`config.mk`:
```
export PLATFORM = sky130hd
export DESIGN_NAME = program_counter_load_logic
export DESIGN_NICKNAME = d
export VERILOG_FILES = /design/src/pkg/pc_load_pkg.sv /design/src/hdl/pc_reg_decode.sv /design/src/hdl/pc_target_calc.sv /design/src/hdl/program_counter_load_logic.sv
export SDC_FILE = /design/constraint.sdc
export NUM_CORES = 1
export LEC_CHECK = 0
export ABC_CLOCK_PERIOD_IN_PS = 4260
export BUFFER_PORTS_ARGS = -buffer_cell sky130_fd_sc_hd__buf_2
export CAP_MARGIN = 20
export CORE_MARGIN = 2
export CORE_UTILIZATION = 35
export CTS_CLUSTER_DIAMETER = 150
export DETAILED_ROUTE_END_ITERATION = 16
export GPL_ROUTABILITY_DRIVEN = 0
export HOLD_SLACK_MARGIN = 0.12
export PLACE_DENSITY = 0.54
export RECOVER_POWER = 100
export SKIP_LAST_GASP = 1
export SLEW_MARGIN = 20
export SYNTH_ARGS = -nofsm -noshare
export SYNTH_HDL_FRONTEND = slang
export SYNTH_SLANG_ARGS = --single-unit
```
`constraint.sdc`:
```
create_clock -name clk -period 4.26 [get_ports clk]
set_input_delay 1.065 -clock clk [delete_from_list [all_inputs] [get_ports clk]]
set_output_delay 1.065 -clock clk [all_outputs]
set_load 0.05 [all_outputs]
```
`src/pkg/pc_load_pkg.sv`:
```
package pc_load_pkg;

	localparam int PC_W = 15;
	localparam int UP_W = 7;

	// register indices, also the port addresses
	localparam logic [2:0] OFS_PC_LOW = 3'h0;
	localparam logic [2:0] OFS_UPPER_LATCH = 3'h1;
	localparam logic [2:0] OFS_STACK_TOP_LOW = 3'h2;
	localparam logic [2:0] OFS_STACK_TOP_HIGH = 3'h3;
	localparam logic [2:0] OFS_LOAD_STATUS = 3'h4;
	localparam logic [2:0] OFS_JUMP_COUNT = 3'h5;

	localparam logic [PC_W-1:0] PC_RESET = 15'h0000;
	localparam logic [UP_W-1:0] LATCH_RESET = 7'h00;
	localparam logic [PC_W-1:0] STACK_TOP_RESET = 15'h0000;
	localparam logic [7:0] COUNT_RESET = 8'h00;
	localparam logic [PC_W-1:0] VECTOR_ADDR = 15'h0004;
	localparam logic [PC_W-1:0] PC_STEP = 15'h0001;

	typedef enum logic [2:0] {
		OP_NEXT = 3'b000,
		OP_CALL = 3'b001,
		OP_CALL_INDIRECT = 3'b010,
		OP_JUMP_UNSIGNED = 3'b011,
		OP_JUMP_SIGNED = 3'b100,
		OP_VECTOR = 3'b101
	} op_t;

	typedef enum logic [2:0] {
		SRC_RESET = 3'b000,
		SRC_STEP = 3'b001,
		SRC_LOW_WRITE = 3'b010,
		SRC_CALL = 3'b011,
		SRC_BRANCH = 3'b100,
		SRC_VECTOR = 3'b101
	} src_t;

	typedef struct packed {
		op_t op;
		logic [10:0] operand;
		logic [7:0] acc;
		logic lowWrite;
		logic [7:0] lowData;
	} instr_t;

	typedef struct packed {
		logic [2:0] addr;
		logic [7:0] wdata;
		logic wr;
		logic rd;
	} bus_req_t;

	function automatic logic [PC_W-1:0] relTarget(
		input logic [PC_W-1:0] base,
		input logic [PC_W-1:0] offset
	);
		relTarget = base + PC_STEP + offset;
	endfunction

	function automatic logic [PC_W-1:0] signExt9(input logic [8:0] v);
		signExt9 = {{(PC_W-9){v[8]}}, v};
	endfunction

endpackage

```
`src/hdl/pc_reg_decode.sv`:
```
`timescale 1ns/1ps
module pc_reg_decode import pc_load_pkg::*; (
	input wire bus_req_t req,
	output logic selLow,
	output logic selLatch,
	output logic selTopLow,
	output logic selTopHigh,
	output logic selStatus,
	output logic selCount,
	output logic mapped
);
	assign selLow = req.addr == OFS_PC_LOW;
	assign selLatch = req.addr == OFS_UPPER_LATCH;
	assign selTopLow = req.addr == OFS_STACK_TOP_LOW;
	assign selTopHigh = req.addr == OFS_STACK_TOP_HIGH;
	assign selStatus = req.addr == OFS_LOAD_STATUS;
	assign selCount = req.addr == OFS_JUMP_COUNT;
	assign mapped = selLow | selLatch | selTopLow | selTopHigh |
		selStatus | selCount;
endmodule // pc_reg_decode

```
`src/hdl/pc_target_calc.sv`:
```
`timescale 1ns/1ps
module pc_target_calc import pc_load_pkg::*; (
	input wire logic [PC_W-1:0] pc,
	input wire logic [UP_W-1:0] upperLatch,
	input wire instr_t instr,
	output logic [PC_W-1:0] target,
	output logic jumps,
	output logic pushes
);
	wire logic [PC_W-1:0] callTarget;
	wire logic [PC_W-1:0] indirectTarget;
	wire logic [PC_W-1:0] unsignedTarget;
	wire logic [PC_W-1:0] signedTarget;

	assign callTarget = {upperLatch[6:3], instr.operand};
	assign indirectTarget = {upperLatch, instr.acc};
	// full-width add so the target may leave the 256 block
	assign unsignedTarget = relTarget(pc, {7'h00, instr.acc});
	assign signedTarget = relTarget(pc, signExt9(instr.operand[8:0]));

	always_comb begin
		target = pc + PC_STEP;
		jumps = 1'b1;
		pushes = 1'b0;
		unique case (instr.op)
			OP_NEXT: begin
				jumps = 1'b0;
			end
			OP_CALL: begin
				target = callTarget;
				pushes = 1'b1;
			end
			OP_CALL_INDIRECT: begin
				target = indirectTarget;
				pushes = 1'b1;
			end
			OP_JUMP_UNSIGNED: target = unsignedTarget;
			OP_JUMP_SIGNED: target = signedTarget;
			OP_VECTOR: begin
				target = VECTOR_ADDR;
				pushes = 1'b1;
			end
			default: begin
				jumps = 1'b0;
			end
		endcase
	end
endmodule // pc_target_calc

```
`src/hdl/program_counter_load_logic.sv`:
```
// Design decisions made here: the plain strobed port and the address map.
`timescale 1ns/1ps
module program_counter_load_logic import pc_load_pkg::*; (
	input wire logic clk,
	input wire logic reset,
	input wire logic clkEn,
	input wire logic softReset,
	input wire logic [2:0] regAddr,
	input wire logic [7:0] regWdata,
	input wire logic regWr,
	input wire logic regRd,
	output logic [7:0] regRdata,
	input wire logic instValid,
	input wire instr_t instr,
	output logic [PC_W-1:0] pcOut,
	output logic pushValid,
	output logic [PC_W-1:0] pushAddr
);

	////////////////////////////////////////////////////////////////////////
	// helpers

	// write strobe aimed at one register
	function automatic logic wrHit(input logic strobe, input logic sel);
		wrHit = strobe & sel;
	endfunction

	// next sequential address, also the return address of a call
	function automatic logic [PC_W-1:0] seqNext(input logic [PC_W-1:0] a);
		seqNext = a + PC_STEP;
	endfunction

	////////////////////////////////////////////////////////////////////////
	// state

	logic [PC_W-1:0] pc_ff;
	logic [PC_W-1:0] nxt_pc;
	logic [UP_W-1:0] upperLatch_ff;
	logic [UP_W-1:0] nxt_upperLatch;
	logic [PC_W-1:0] stackTop_ff;
	logic [PC_W-1:0] nxt_stackTop;
	logic [7:0] rdata_ff;
	logic [7:0] nxt_rdata;
	logic pushValid_ff;
	logic nxt_pushValid;
	logic [PC_W-1:0] pushAddr_ff;
	logic [PC_W-1:0] nxt_pushAddr;
	src_t lastSrc_ff;
	src_t nxt_lastSrc;
	logic [7:0] jumpCount_ff;
	logic [7:0] nxt_jumpCount;

	////////////////////////////////////////////////////////////////////////
	// bus decode

	bus_req_t req;
	logic selLow;
	logic selLatch;
	logic selTopLow;
	logic selTopHigh;
	logic selStatus;
	logic selCount;
	logic mapped;

	assign req = '{addr: regAddr, wdata: regWdata, wr: regWr, rd: regRd};

	pc_reg_decode decode (
		.req(req),
		.selLow(selLow),
		.selLatch(selLatch),
		.selTopLow(selTopLow),
		.selTopHigh(selTopHigh),
		.selStatus(selStatus),
		.selCount(selCount),
		.mapped(mapped)
	);

	wire logic busLowWr;
	wire logic busLatchWr;
	wire logic busTopLowWr;
	wire logic busTopHighWr;

	assign busLowWr = wrHit(regWr, selLow);
	assign busLatchWr = wrHit(regWr, selLatch);
	assign busTopLowWr = wrHit(regWr, selTopLow);
	assign busTopHighWr = wrHit(regWr, selTopHigh);

	////////////////////////////////////////////////////////////////////////
	// instruction target

	logic [PC_W-1:0] instTarget;
	logic instJumps;
	logic instPushes;

	pc_target_calc calc (
		.pc(pc_ff),
		.upperLatch(upperLatch_ff),
		.instr(instr),
		.target(instTarget),
		.jumps(instJumps),
		.pushes(instPushes)
	);

	wire logic instLowWr;
	wire logic instTaken;
	wire logic anyLowWr;
	wire logic [7:0] lowWrData;
	wire logic doCall;
	wire logic doJump;
	wire logic doStep;
	wire logic [PC_W-1:0] lowWrTarget;
	wire logic [PC_W-1:0] returnAddr;

	// an instruction that targets the low byte is a load, not a branch
	assign instLowWr = instValid & instr.lowWrite;
	assign instTaken = instValid & ~instr.lowWrite;
	// a bus write to the low byte outranks the instruction in the same cycle
	assign anyLowWr = busLowWr | instLowWr;
	assign lowWrData = busLowWr ? regWdata : instr.lowData;
	assign lowWrTarget = {upperLatch_ff, lowWrData};
	assign doCall = instTaken & instPushes;
	assign doJump = instTaken & instJumps;
	// op codes 6 and 7 decode as a plain step
	assign doStep = instTaken & ~instJumps;
	// pc still holds the call's own address when the call is taken, so one step is added
	assign returnAddr = seqNext(pc_ff);

	wire logic pushTaken;

	// a call blocked by a bus low-byte write or a reset does not push
	assign pushTaken = doCall & ~busLowWr & ~softReset;

	////////////////////////////////////////////////////////////////////////
	// next counter value

	// the synchronous reset source beats every load
	always_comb begin
		nxt_pc = pc_ff;
		nxt_lastSrc = lastSrc_ff;
		if (softReset) begin
			nxt_pc = PC_RESET;
			nxt_lastSrc = SRC_RESET;
		end else if (anyLowWr) begin
			nxt_pc = lowWrTarget;
			nxt_lastSrc = SRC_LOW_WRITE;
		end else if (doJump) begin
			nxt_pc = instTarget;
			if (instr.op == OP_VECTOR) begin
				nxt_lastSrc = SRC_VECTOR;
			end else if (instPushes) begin
				nxt_lastSrc = SRC_CALL;
			end else begin
				nxt_lastSrc = SRC_BRANCH;
			end
		end else if (doStep) begin
			nxt_pc = seqNext(pc_ff);
			nxt_lastSrc = SRC_STEP;
		end
		// a latch write on its own falls through every branch above
	end

	////////////////////////////////////////////////////////////////////////
	// latch, stack top and push

	always_comb begin
		nxt_upperLatch = upperLatch_ff;
		if (softReset) begin
			nxt_upperLatch = LATCH_RESET;
		end else if (busLatchWr) begin
			nxt_upperLatch = regWdata[UP_W-1:0];
		end
		// pushes never touch the latch
	end

	wire logic [PC_W-1:0] topWritten;

	// a half written by software keeps the other half
	assign topWritten = {
		busTopHighWr ? regWdata[UP_W-1:0] : stackTop_ff[PC_W-1:8],
		busTopLowWr ? regWdata : stackTop_ff[7:0]
	};

	// a push outranks a software write to the stack top
	always_comb begin
		nxt_stackTop = topWritten;
		if (softReset) begin
			nxt_stackTop = STACK_TOP_RESET;
		end else if (pushTaken) begin
			nxt_stackTop = returnAddr;
		end
	end

	always_comb begin
		nxt_pushValid = 1'b0;
		nxt_pushAddr = pushAddr_ff;
		if (pushTaken) begin
			nxt_pushValid = 1'b1;
			nxt_pushAddr = returnAddr;
		end
	end

	wire logic countJump;

	assign countJump = (doJump & ~busLowWr) | anyLowWr;

	always_comb begin
		nxt_jumpCount = jumpCount_ff;
		if (softReset) begin
			nxt_jumpCount = COUNT_RESET;
		end else if (countJump) begin
			// wraps; software takes differences
			nxt_jumpCount = jumpCount_ff + 8'h01;
		end
	end

	////////////////////////////////////////////////////////////////////////
	// read data, valid only in the cycle after the strobe

	wire logic [7:0] rdLow;
	wire logic [7:0] rdLatch;
	wire logic [7:0] rdTopLow;
	wire logic [7:0] rdTopHigh;
	wire logic [7:0] rdStatus;
	wire logic [7:0] rdCount;
	wire logic [7:0] readMux;
	wire logic readTaken;

	// upper counter bits have no read path of their own
	assign rdLow = pc_ff[7:0];
	assign rdLatch = {1'b0, upperLatch_ff};
	assign rdTopLow = stackTop_ff[7:0];
	assign rdTopHigh = {1'b0, stackTop_ff[PC_W-1:8]};
	assign rdStatus = {5'h00, lastSrc_ff};
	assign rdCount = jumpCount_ff;
	assign readTaken = regRd & mapped;

	assign readMux =
		selLow ? rdLow :
		selLatch ? rdLatch :
		selTopLow ? rdTopLow :
		selTopHigh ? rdTopHigh :
		selStatus ? rdStatus :
		selCount ? rdCount :
		8'h00;

	always_comb begin
		nxt_rdata = 8'h00;
		if (readTaken) begin
			nxt_rdata = readMux;
		end
	end

	////////////////////////////////////////////////////////////////////////
	// flops

	always_ff @(posedge clk or posedge reset) begin
		if (reset) begin
			pc_ff <= PC_RESET;
		end else if (clkEn) begin
			pc_ff <= nxt_pc;
		end
	end

	always_ff @(posedge clk or posedge reset) begin
		if (reset) begin
			lastSrc_ff <= SRC_RESET;
		end else if (clkEn) begin
			lastSrc_ff <= nxt_lastSrc;
		end
	end

	always_ff @(posedge clk or posedge reset) begin
		if (reset) begin
			upperLatch_ff <= LATCH_RESET;
		end else if (clkEn) begin
			upperLatch_ff <= nxt_upperLatch;
		end
	end

	always_ff @(posedge clk or posedge reset) begin
		if (reset) begin
			stackTop_ff <= STACK_TOP_RESET;
		end else if (clkEn) begin
			stackTop_ff <= nxt_stackTop;
		end
	end

	always_ff @(posedge clk or posedge reset) begin
		if (reset) begin
			pushValid_ff <= 1'b0;
		end else if (clkEn) begin
			pushValid_ff <= nxt_pushValid;
		end
	end

	always_ff @(posedge clk or posedge reset) begin
		if (reset) begin
			pushAddr_ff <= STACK_TOP_RESET;
		end else if (clkEn) begin
			pushAddr_ff <= nxt_pushAddr;
		end
	end

	always_ff @(posedge clk or posedge reset) begin
		if (reset) begin
			rdata_ff <= 8'h00;
		end else if (clkEn) begin
			rdata_ff <= nxt_rdata;
		end
	end

	always_ff @(posedge clk or posedge reset) begin
		if (reset) begin
			jumpCount_ff <= COUNT_RESET;
		end else if (clkEn) begin
			jumpCount_ff <= nxt_jumpCount;
		end
	end

	////////////////////////////////////////////////////////////////////////
	// outputs

	assign regRdata = rdata_ff;
	assign pcOut = pc_ff;
	assign pushValid = pushValid_ff;
	assign pushAddr = pushAddr_ff;

endmodule // program_counter_load_logic

```
# ---- Word level (Yosys, flattened, before mapping)
# Cells that the tools add are included.
dict set report classes {
  magnitude_cmp 0
  div_mod_pow 0
  reduce_logical 14
  n_shift 0
  addsub 4
  bitwise 24
  eq_ne 10
  muxes 30
  multipliers 0
}
# op n
set op_table {}
lappend op_table {{$mux 15} 6}
lappend op_table {{$mux 8} 11}
lappend op_table {{$pmux 15 s5} 1}
lappend op_table {{$mux 7} 3}
lappend op_table {{$mux 3} 6}
lappend op_table {{$add 15x1->15 const B} 1}
lappend op_table {{$add 15x15->15} 1}
lappend op_table {{$add 15x8->15} 1}
lappend op_table {{$and 1x1->1} 13}
lappend op_table {{$eq 3x2->1 const B} 4}
lappend op_table {{$eq 3x3->1 const B} 4}
lappend op_table {{$reduce_and 2->1} 6}
lappend op_table {{$add 8x1->8 const B} 1}
lappend op_table {{$or 1x1->1} 7}
lappend op_table {{$eq 3x1->1 const B} 2}
lappend op_table {{$reduce_bool 3->1} 2}
lappend op_table {{$reduce_or 5->1} 1}
lappend op_table {{$not 1->1} 4}
lappend op_table {{$reduce_bool 2->1} 2}
lappend op_table {{$reduce_bool 4->1} 1}
lappend op_table {{$logic_not 3->1} 1}
lappend op_table {{$mux 1} 3}
lappend op_table {{$reduce_or 3->1} 1}
dict set report word_totals {
  wordCells 91
  ram_bits 0
  input_bits 49
  mem_bits_ro 0
  output_inout_bits 39
  regBits 72
  latch_bits 0
  n_memories 0
}

# ---- Longest topological paths before layout
dict set report depth {
  depth_word 9
  depth_mapped 14
}

# ---- Cells and area by module
# From an unflattened synthesis, not the netlist that was laid out.
dict set report unflattened {
  hier_cells 720
  area_unflattened_um2 5999.5
}
# module n_inst cells_each seq_area_each_um2 area_each_um2
set by_module_without_submodules {}
lappend by_module_without_submodules {program_counter_load_logic 1 451 1801.7 4141.5}
lappend by_module_without_submodules {pc_target_calc 1 262 0.0 1806.7}
lappend by_module_without_submodules {pc_reg_decode 1 7 0.0 51.3}

# ---- Worst setup path before layout
# OpenSTA, ideal clock, no wires.
dict set report synth_timing {
  path_kind {input -> register}
  startpoint {input port instr[30] in the netlist's numbering}
  endpoint {register pc_ff[14], in the netlist pcOut[14]}
  arrival_ps 4175
  stages 14
  required_time_ps 4125
  slack_ps -50
  path_cell_list {buf_4 -> nor3b_4 -> buf_2 -> mux2_2 -> ha_1 -> fa_1 -> a211oi_1 -> o21bai_1 -> a21o_1 -> a31oi_1 -> nor4b_1 -> a2111oi_2 -> mux2i_1 -> o221ai_2}
}
dict set report synth_between {
  elab_chain_cells 7
  word_cells_on_any_way 16
}
# item line
set synth_rtl {}
lappend synth_rtl {{start: declaration} program_counter_load_logic.sv:14} ;# input wire instr_t instr,
lappend synth_rtl {{$eq 3x3->1 (tied with other cells)} pc_target_calc.sv:25} ;# unique case (instr.op)
lappend synth_rtl {{$reduce_or 5->1 (no source line)} --}
lappend synth_rtl {{$mux 1} pc_target_calc.sv:25}
lappend synth_rtl {{$and 1x1->1 or $not 1->1 (tied branches)} {program_counter_load_logic.sv:122, program_counter_load_logic.sv:124}}
lappend synth_rtl {{$mux 15 or $and 1x1->1 (tied branches)} {program_counter_load_logic.sv:146, program_counter_load_logic.sv:124}}
lappend synth_rtl {{$mux 15 or $reduce_bool 4->1 (tied branches)} --}
lappend synth_rtl {{$mux 15 or $reduce_and 2->1 (tied branches)} --}
lappend synth_rtl {{end signal: assignment} program_counter_load_logic.sv:260} ;# pc_ff <= nxt_pc;
lappend synth_rtl {{end: declaration} program_counter_load_logic.sv:36} ;# logic [PC_W-1:0] pc_ff;
# Several ways; a longest one is shown, not always the timed one.
# A chain may end at the register's enable or synchronous reset.

# ---- Final worst setup path
dict set report layout_timing {
  startpoint {input port instr[29] in the netlist's numbering}
  endpoint {register pc_ff[9], in the netlist pcOut[9]}
}
# The elaborated chain is that of the path after synthesis.

==> impl_results.html <==
<table>
<tr><th>Metric</th><th>Value</th></tr>
<tr><th colspan="2">Timing</th></tr>
<tr><td>Tightest Pin Transition</td><td>1340 ps</td></tr>
<tr><td>Clock tree skew after final layout</td><td>between 6 and 7 ps</td></tr>
<tr><td>Endpoints failing hold</td><td>0</td></tr>
<tr><td>Share of the clock period used by the worst path after layout</td><td>0.948</td></tr>
<tr><td>Final slew viol count</td><td>0</td></tr>
<tr><td>Worst slew slack as a fraction of its limit</td><td>0.106</td></tr>
<tr><td>Setup_tns</td><td>0 ps</td></tr>
<tr><td>Shortest period the worst path allows</td><td>4040 ps</td></tr>
<tr><td>Number of setup violations in the final report</td><td>0</td></tr>
<tr><td>RSZ-0062 raised after global routing</td><td>no</td></tr>
<tr><td>Post-route worst setup slack</td><td>~220 ps</td></tr>
<tr><td>Fmax achieved</td><td>0.248 GHz</td></tr>
<tr><td>Final hold slack</td><td>477 ps</td></tr>
<tr><th colspan="2">Detailed routing</th></tr>
<tr><td>Routed Wire Length</td><td>~19,000 um</td></tr>
<tr><td>Post-DRT Antenna Nets</td><td>0</td></tr>
<tr><td>Detail-routed net length per standard cell</td><td>about 21 um</td></tr>
<tr><td>Initial detailed-routing violation count</td><td>roughly 640</td></tr>
<tr><td>DRC errors left</td><td>0</td></tr>
<tr><td>Vias</td><td>5,306</td></tr>
<tr><td>Vias per Instance</td><td>5.92</td></tr>
<tr><td>Number of optimization iterations in the first detailed-route pass</td><td>5</td></tr>
<tr><th colspan="2">Cells and area</th></tr>
<tr><td>Net count, final</td><td>between 700 and 800</td></tr>
<tr><td>Most used cells in the layout excluding fill and tap cells</td><td>sky130_fd_sc_hd__nand2_1, sky130_fd_sc_hd__dfrtp_1, sky130_fd_sc_hd__o21ai_0</td></tr>
<tr><td>Post-layout util</td><td>0.429</td></tr>
<tr><td>Fraction of layout instances using a drive strength above 1</td><td>0.180</td></tr>
<tr><td>Synth-to-Final Area Change</td><td>19.5%</td></tr>
<tr><td>Most common library cell in the layout ignoring fill and taps</td><td>sky130_fd_sc_hd__nand2_1</td></tr>
<tr><td>Post-route standard cell area excluding fillers</td><td>around 6300 sq um</td></tr>
<tr><td>Final std cells w/o fill</td><td>896</td></tr>
<tr><td>Antenna Diode Count</td><td>0</td></tr>
<tr><th colspan="2">Place</th></tr>
<tr><td>Final HPWL DP</td><td>about 14,000 um</td></tr>
<tr><td>Count of buffers from port buffering</td><td>87</td></tr>
<tr><td>Cell Area, Placed</td><td>roughly 6000 sq um</td></tr>
<tr><td>Instance count after placement with tap cells included</td><td>~900</td></tr>
<tr><td>Worst slack at placement</td><td>-95.1 ps</td></tr>
<tr><th colspan="2">Clocking</th></tr>
<tr><td>CTS tree</td><td>built</td></tr>
<tr><td>CTS Root Buffer Type</td><td>sky130_fd_sc_hd__clkbuf_16</td></tr>
<tr><td>CTS H-tree depth</td><td>3</td></tr>
<tr><td>Longest Clk Path Bufs</td><td>2</td></tr>
<tr><td>Total of cells resized after clock tree synthesis</td><td>0</td></tr>
<tr><td>Total of hold buffers inserted after clock tree synthesis</td><td>0</td></tr>
<tr><td>Clock-pin slew on the worst setup and hold paths</td><td>70 ps</td></tr>
<tr><td>Total clock sinks</td><td>72</td></tr>
<tr><td>Buffers inserted by post-CTS timing repair</td><td>0</td></tr>
<tr><td>Clock latency at the later pin of the worst-skew pair</td><td>roughly 350 ps</td></tr>
<tr><td>Inserted Clock Buffers</td><td>9</td></tr>
<tr><th colspan="2">Yosys</th></tr>
<tr><td>Synth top area cells</td><td>sky130_fd_sc_hd__dfrtp_1, sky130_fd_sc_hd__o21ai_0, sky130_fd_sc_hd__nand2_1</td></tr>
<tr><td>Post-synth ARST share</td><td>1.00</td></tr>
<tr><td>Post-synthesis cell type count</td><td>67</td></tr>
<tr><td>Fraction of post-synthesis cell area in the top cell type by area</td><td>0.344</td></tr>
<tr><td>Seq cells post-synth</td><td>between 70 and 80</td></tr>
<tr><td>Syn Std Cell Area</td><td>~5200 sq um</td></tr>
<tr><td>Post-Syn Instances</td><td>just over 600</td></tr>
<tr><td>Synthesis Warnings</td><td>0</td></tr>
<tr><td>Predominant post-synthesis flop cell</td><td>sky130_fd_sc_hd__dfrtp_1</td></tr>
<tr><td>Cell type with the largest total area after synthesis</td><td>sky130_fd_sc_hd__dfrtp_1</td></tr>
<tr><td>Count of flip-flops with a built-in enable after synthesis</td><td>0</td></tr>
<tr><td>Post-synthesis average cell area</td><td>between 8 and 9 sq um</td></tr>
<tr><td>Part of the Yosys area used for sequential elements</td><td>0.344</td></tr>
<tr><td>Net count after synthesis</td><td>between 600 and 700</td></tr>
<tr><th colspan="2">Critical path</th></tr>
<tr><td>Cell-by-cell listing of the critical path</td><td>buf_2 -&gt; nor3b_4 -&gt; mux2_2 -&gt; ha_1 -&gt; a211o_1 -&gt; a2111oi_0 -&gt; o21bai_1 -&gt; a21o_1 -&gt; mux2i_1 -&gt; mux2i_1 -&gt; a2111oi_0 -&gt; o21ai_1</td></tr>
<tr><td>Required time of the critical path</td><td>~4500 ps</td></tr>
<tr><td>Endpoint kind of the worst setup timing path</td><td>flip-flop</td></tr>
<tr><td>Buf+Inv Stages, Crit Path</td><td>1</td></tr>
<tr><td>CP startpoint kind</td><td>input pin</td></tr>
<tr><td>Cell type of the slowest stage on the worst timing path</td><td>sky130_fd_sc_hd__a2111oi_0</td></tr>
<tr><td>Crit-path max cell delay</td><td>around 450 ps</td></tr>
<tr><td>Arrival @ worst endpoint</td><td>4260 ps</td></tr>
<tr><td>Setup CP Type</td><td>in2reg</td></tr>
<tr><td>Largest fanout on the critical path</td><td>5</td></tr>
<tr><td>Cell class contributing the biggest share of worst-path delay</td><td>compound AO/OA/AOI/OAI gates</td></tr>
<tr><th colspan="2">Global route</th></tr>
<tr><td>Global-route wire length before repair</td><td>29,300 um</td></tr>
<tr><td>Total routing resource utilization after global routing</td><td>0.238</td></tr>
<tr><td>Antenna violations before repair</td><td>0</td></tr>
<tr><td>Via count of the first global-routing pass</td><td>4,985</td></tr>
<tr><td>Total global routing overflow</td><td>0</td></tr>
<tr><td>Pin count of the biggest net entering global routing</td><td>37</td></tr>
<tr><th colspan="2">Outcome</th></tr>
<tr><td>Run status</td><td>finished, final reports clean</td></tr>
<tr><th colspan="2">Power</th></tr>
<tr><td>Leakage power total</td><td>between 2 and 3 nW</td></tr>
<tr><td>Highest ir drop seen on vdd</td><td>~0.25 mV</td></tr>
<tr><td>PD cells</td><td>388 nW/um^2</td></tr>
<tr><td>Power after layout</td><td>around 2.4 mW</td></tr>
<tr><th colspan="2">Worst hold path</th></tr>
<tr><td>Hold crit path type</td><td>reg2reg</td></tr>
<tr><th colspan="2">Floorplan</th></tr>
<tr><td>Die Width</td><td>roughly 130 um</td></tr>
<tr><td>Overall die height</td><td>about 130 um</td></tr>
<tr><td>Initial Utilization</td><td>0.359</td></tr>
<tr><td>Io pins</td><td>88</td></tr>
<tr><td>Core outline area</td><td>14,600 sq um</td></tr>
<tr><td>Standard-cell rows</td><td>44</td></tr>
<tr><td>Area of the die</td><td>16,000 sq um</td></tr>
<tr><th colspan="2">Job</th></tr>
<tr><td>Max-Cap Viols</td><td>0</td></tr>
</table>
-- routing by layer --
layer  routed length (um)  vias to the layer above  track usage
met1                 8670                     2583        0.336
li1                     -                     2463            -
met3                 1180                       28       0.0401
met5                    0                        -            0
met2                 8740                      232        0.381
met4                  385                        0       0.0621
-- cell families (layout without fill, tap and decap cells) --
logic type,after synthesis,after routing,share of synthesized area
compound gates,222,222,0.283
xor+xnor,30,30,0.0554
fa+ha+maj,13,13,0.0325
buf+inv,56,155,0.0427
flops,72,72,0.344
mux,32,32,0.0700
simple gates,188,188,0.172
-- final timing paths --
check,start,to,slack (ps),cells past startpoint
worst max-delay path,instr[29],pcOut[9]$_DFFE_PP0P_,220,12
worst min-delay path,stackTop_ff[0]$_DFFE_PP0P_,stackTop_ff[0]$_DFFE_PP0P_,480,2
worst max register to register,pcOut[1]$_DFFE_PP0P_,pcOut[9]$_DFFE_PP0P_,440,11
worst min register to register,stackTop_ff[0]$_DFFE_PP0P_,stackTop_ff[0]$_DFFE_PP0P_,480,2
max in group asynchronous,reset,pcOut[9]$_DFFE_PP0P_,1350,3
min in group asynchronous,reset,stackTop_ff[7]$_DFFE_PP0P_,1100,2
-- registers in the layout, indices dropped and copies added (netlist names) --
register / count
jumpCount_ff: 8
lastSrc_ff: 3
pcOut: 15
pushAddr: 15
pushValid: 1
regRdata: 8
stackTop_ff: 15
upperLatch_ff: 7
-- tightest hold or removal path, cell delays in order, from the launching register on --
cell                      delay [ps]
sky130_fd_sc_hd__dfrtp_1         340
sky130_fd_sc_hd__nand2_1          40
sky130_fd_sc_hd__o21ai_0          60
-- report_power, final --
part | total, mW | switching, mW | internal (mW)
Sequential | 0.847 | 0.0873 | 0.759
Clock | 0.801 | 0.337 | 0.464
Combinational | 0.785 | 0.526 | 0.259
-- cell type report --
class                           instances  area, sq um
Clock inverter                          7         82.6
Fill cell                            1473         8330
Sequential cell                        72         1800
Timing Repair Buffer                  124          642
Clock buffer                            9          225
Multi-Input combinational cell        485         3220
Tap cell                              184          230
Inverter                               15         56.3
-- Yosys cell counts (4+ instances only) --
library cell,count
sky130_fd_sc_hd__a211o_1,5
sky130_fd_sc_hd__a211oi_1,11
sky130_fd_sc_hd__a21o_1,6
sky130_fd_sc_hd__a21oi_1,35
sky130_fd_sc_hd__a22o_1,5
sky130_fd_sc_hd__a22oi_1,28
sky130_fd_sc_hd__a31o_2,4
sky130_fd_sc_hd__and2_1,5
sky130_fd_sc_hd__and3_1,4
sky130_fd_sc_hd__buf_2,8
sky130_fd_sc_hd__clkbuf_1,29
sky130_fd_sc_hd__dfrtp_1,72
sky130_fd_sc_hd__ha_1,12
sky130_fd_sc_hd__inv_1,14
sky130_fd_sc_hd__mux2_2,17
sky130_fd_sc_hd__mux2i_1,13
sky130_fd_sc_hd__nand2_1,73
sky130_fd_sc_hd__nand2b_1,13
sky130_fd_sc_hd__nand3_1,10
sky130_fd_sc_hd__nand4_1,6
sky130_fd_sc_hd__nor2_1,42
sky130_fd_sc_hd__nor2b_1,4
sky130_fd_sc_hd__nor3_1,14
sky130_fd_sc_hd__o211ai_1,7
sky130_fd_sc_hd__o21a_1,5
sky130_fd_sc_hd__o21ai_0,67
sky130_fd_sc_hd__o21bai_1,4
sky130_fd_sc_hd__o2bb2ai_1,5
sky130_fd_sc_hd__o31ai_1,8
sky130_fd_sc_hd__xnor2_1,14
sky130_fd_sc_hd__xor2_1,14
(Power assumes the default switching activity.)
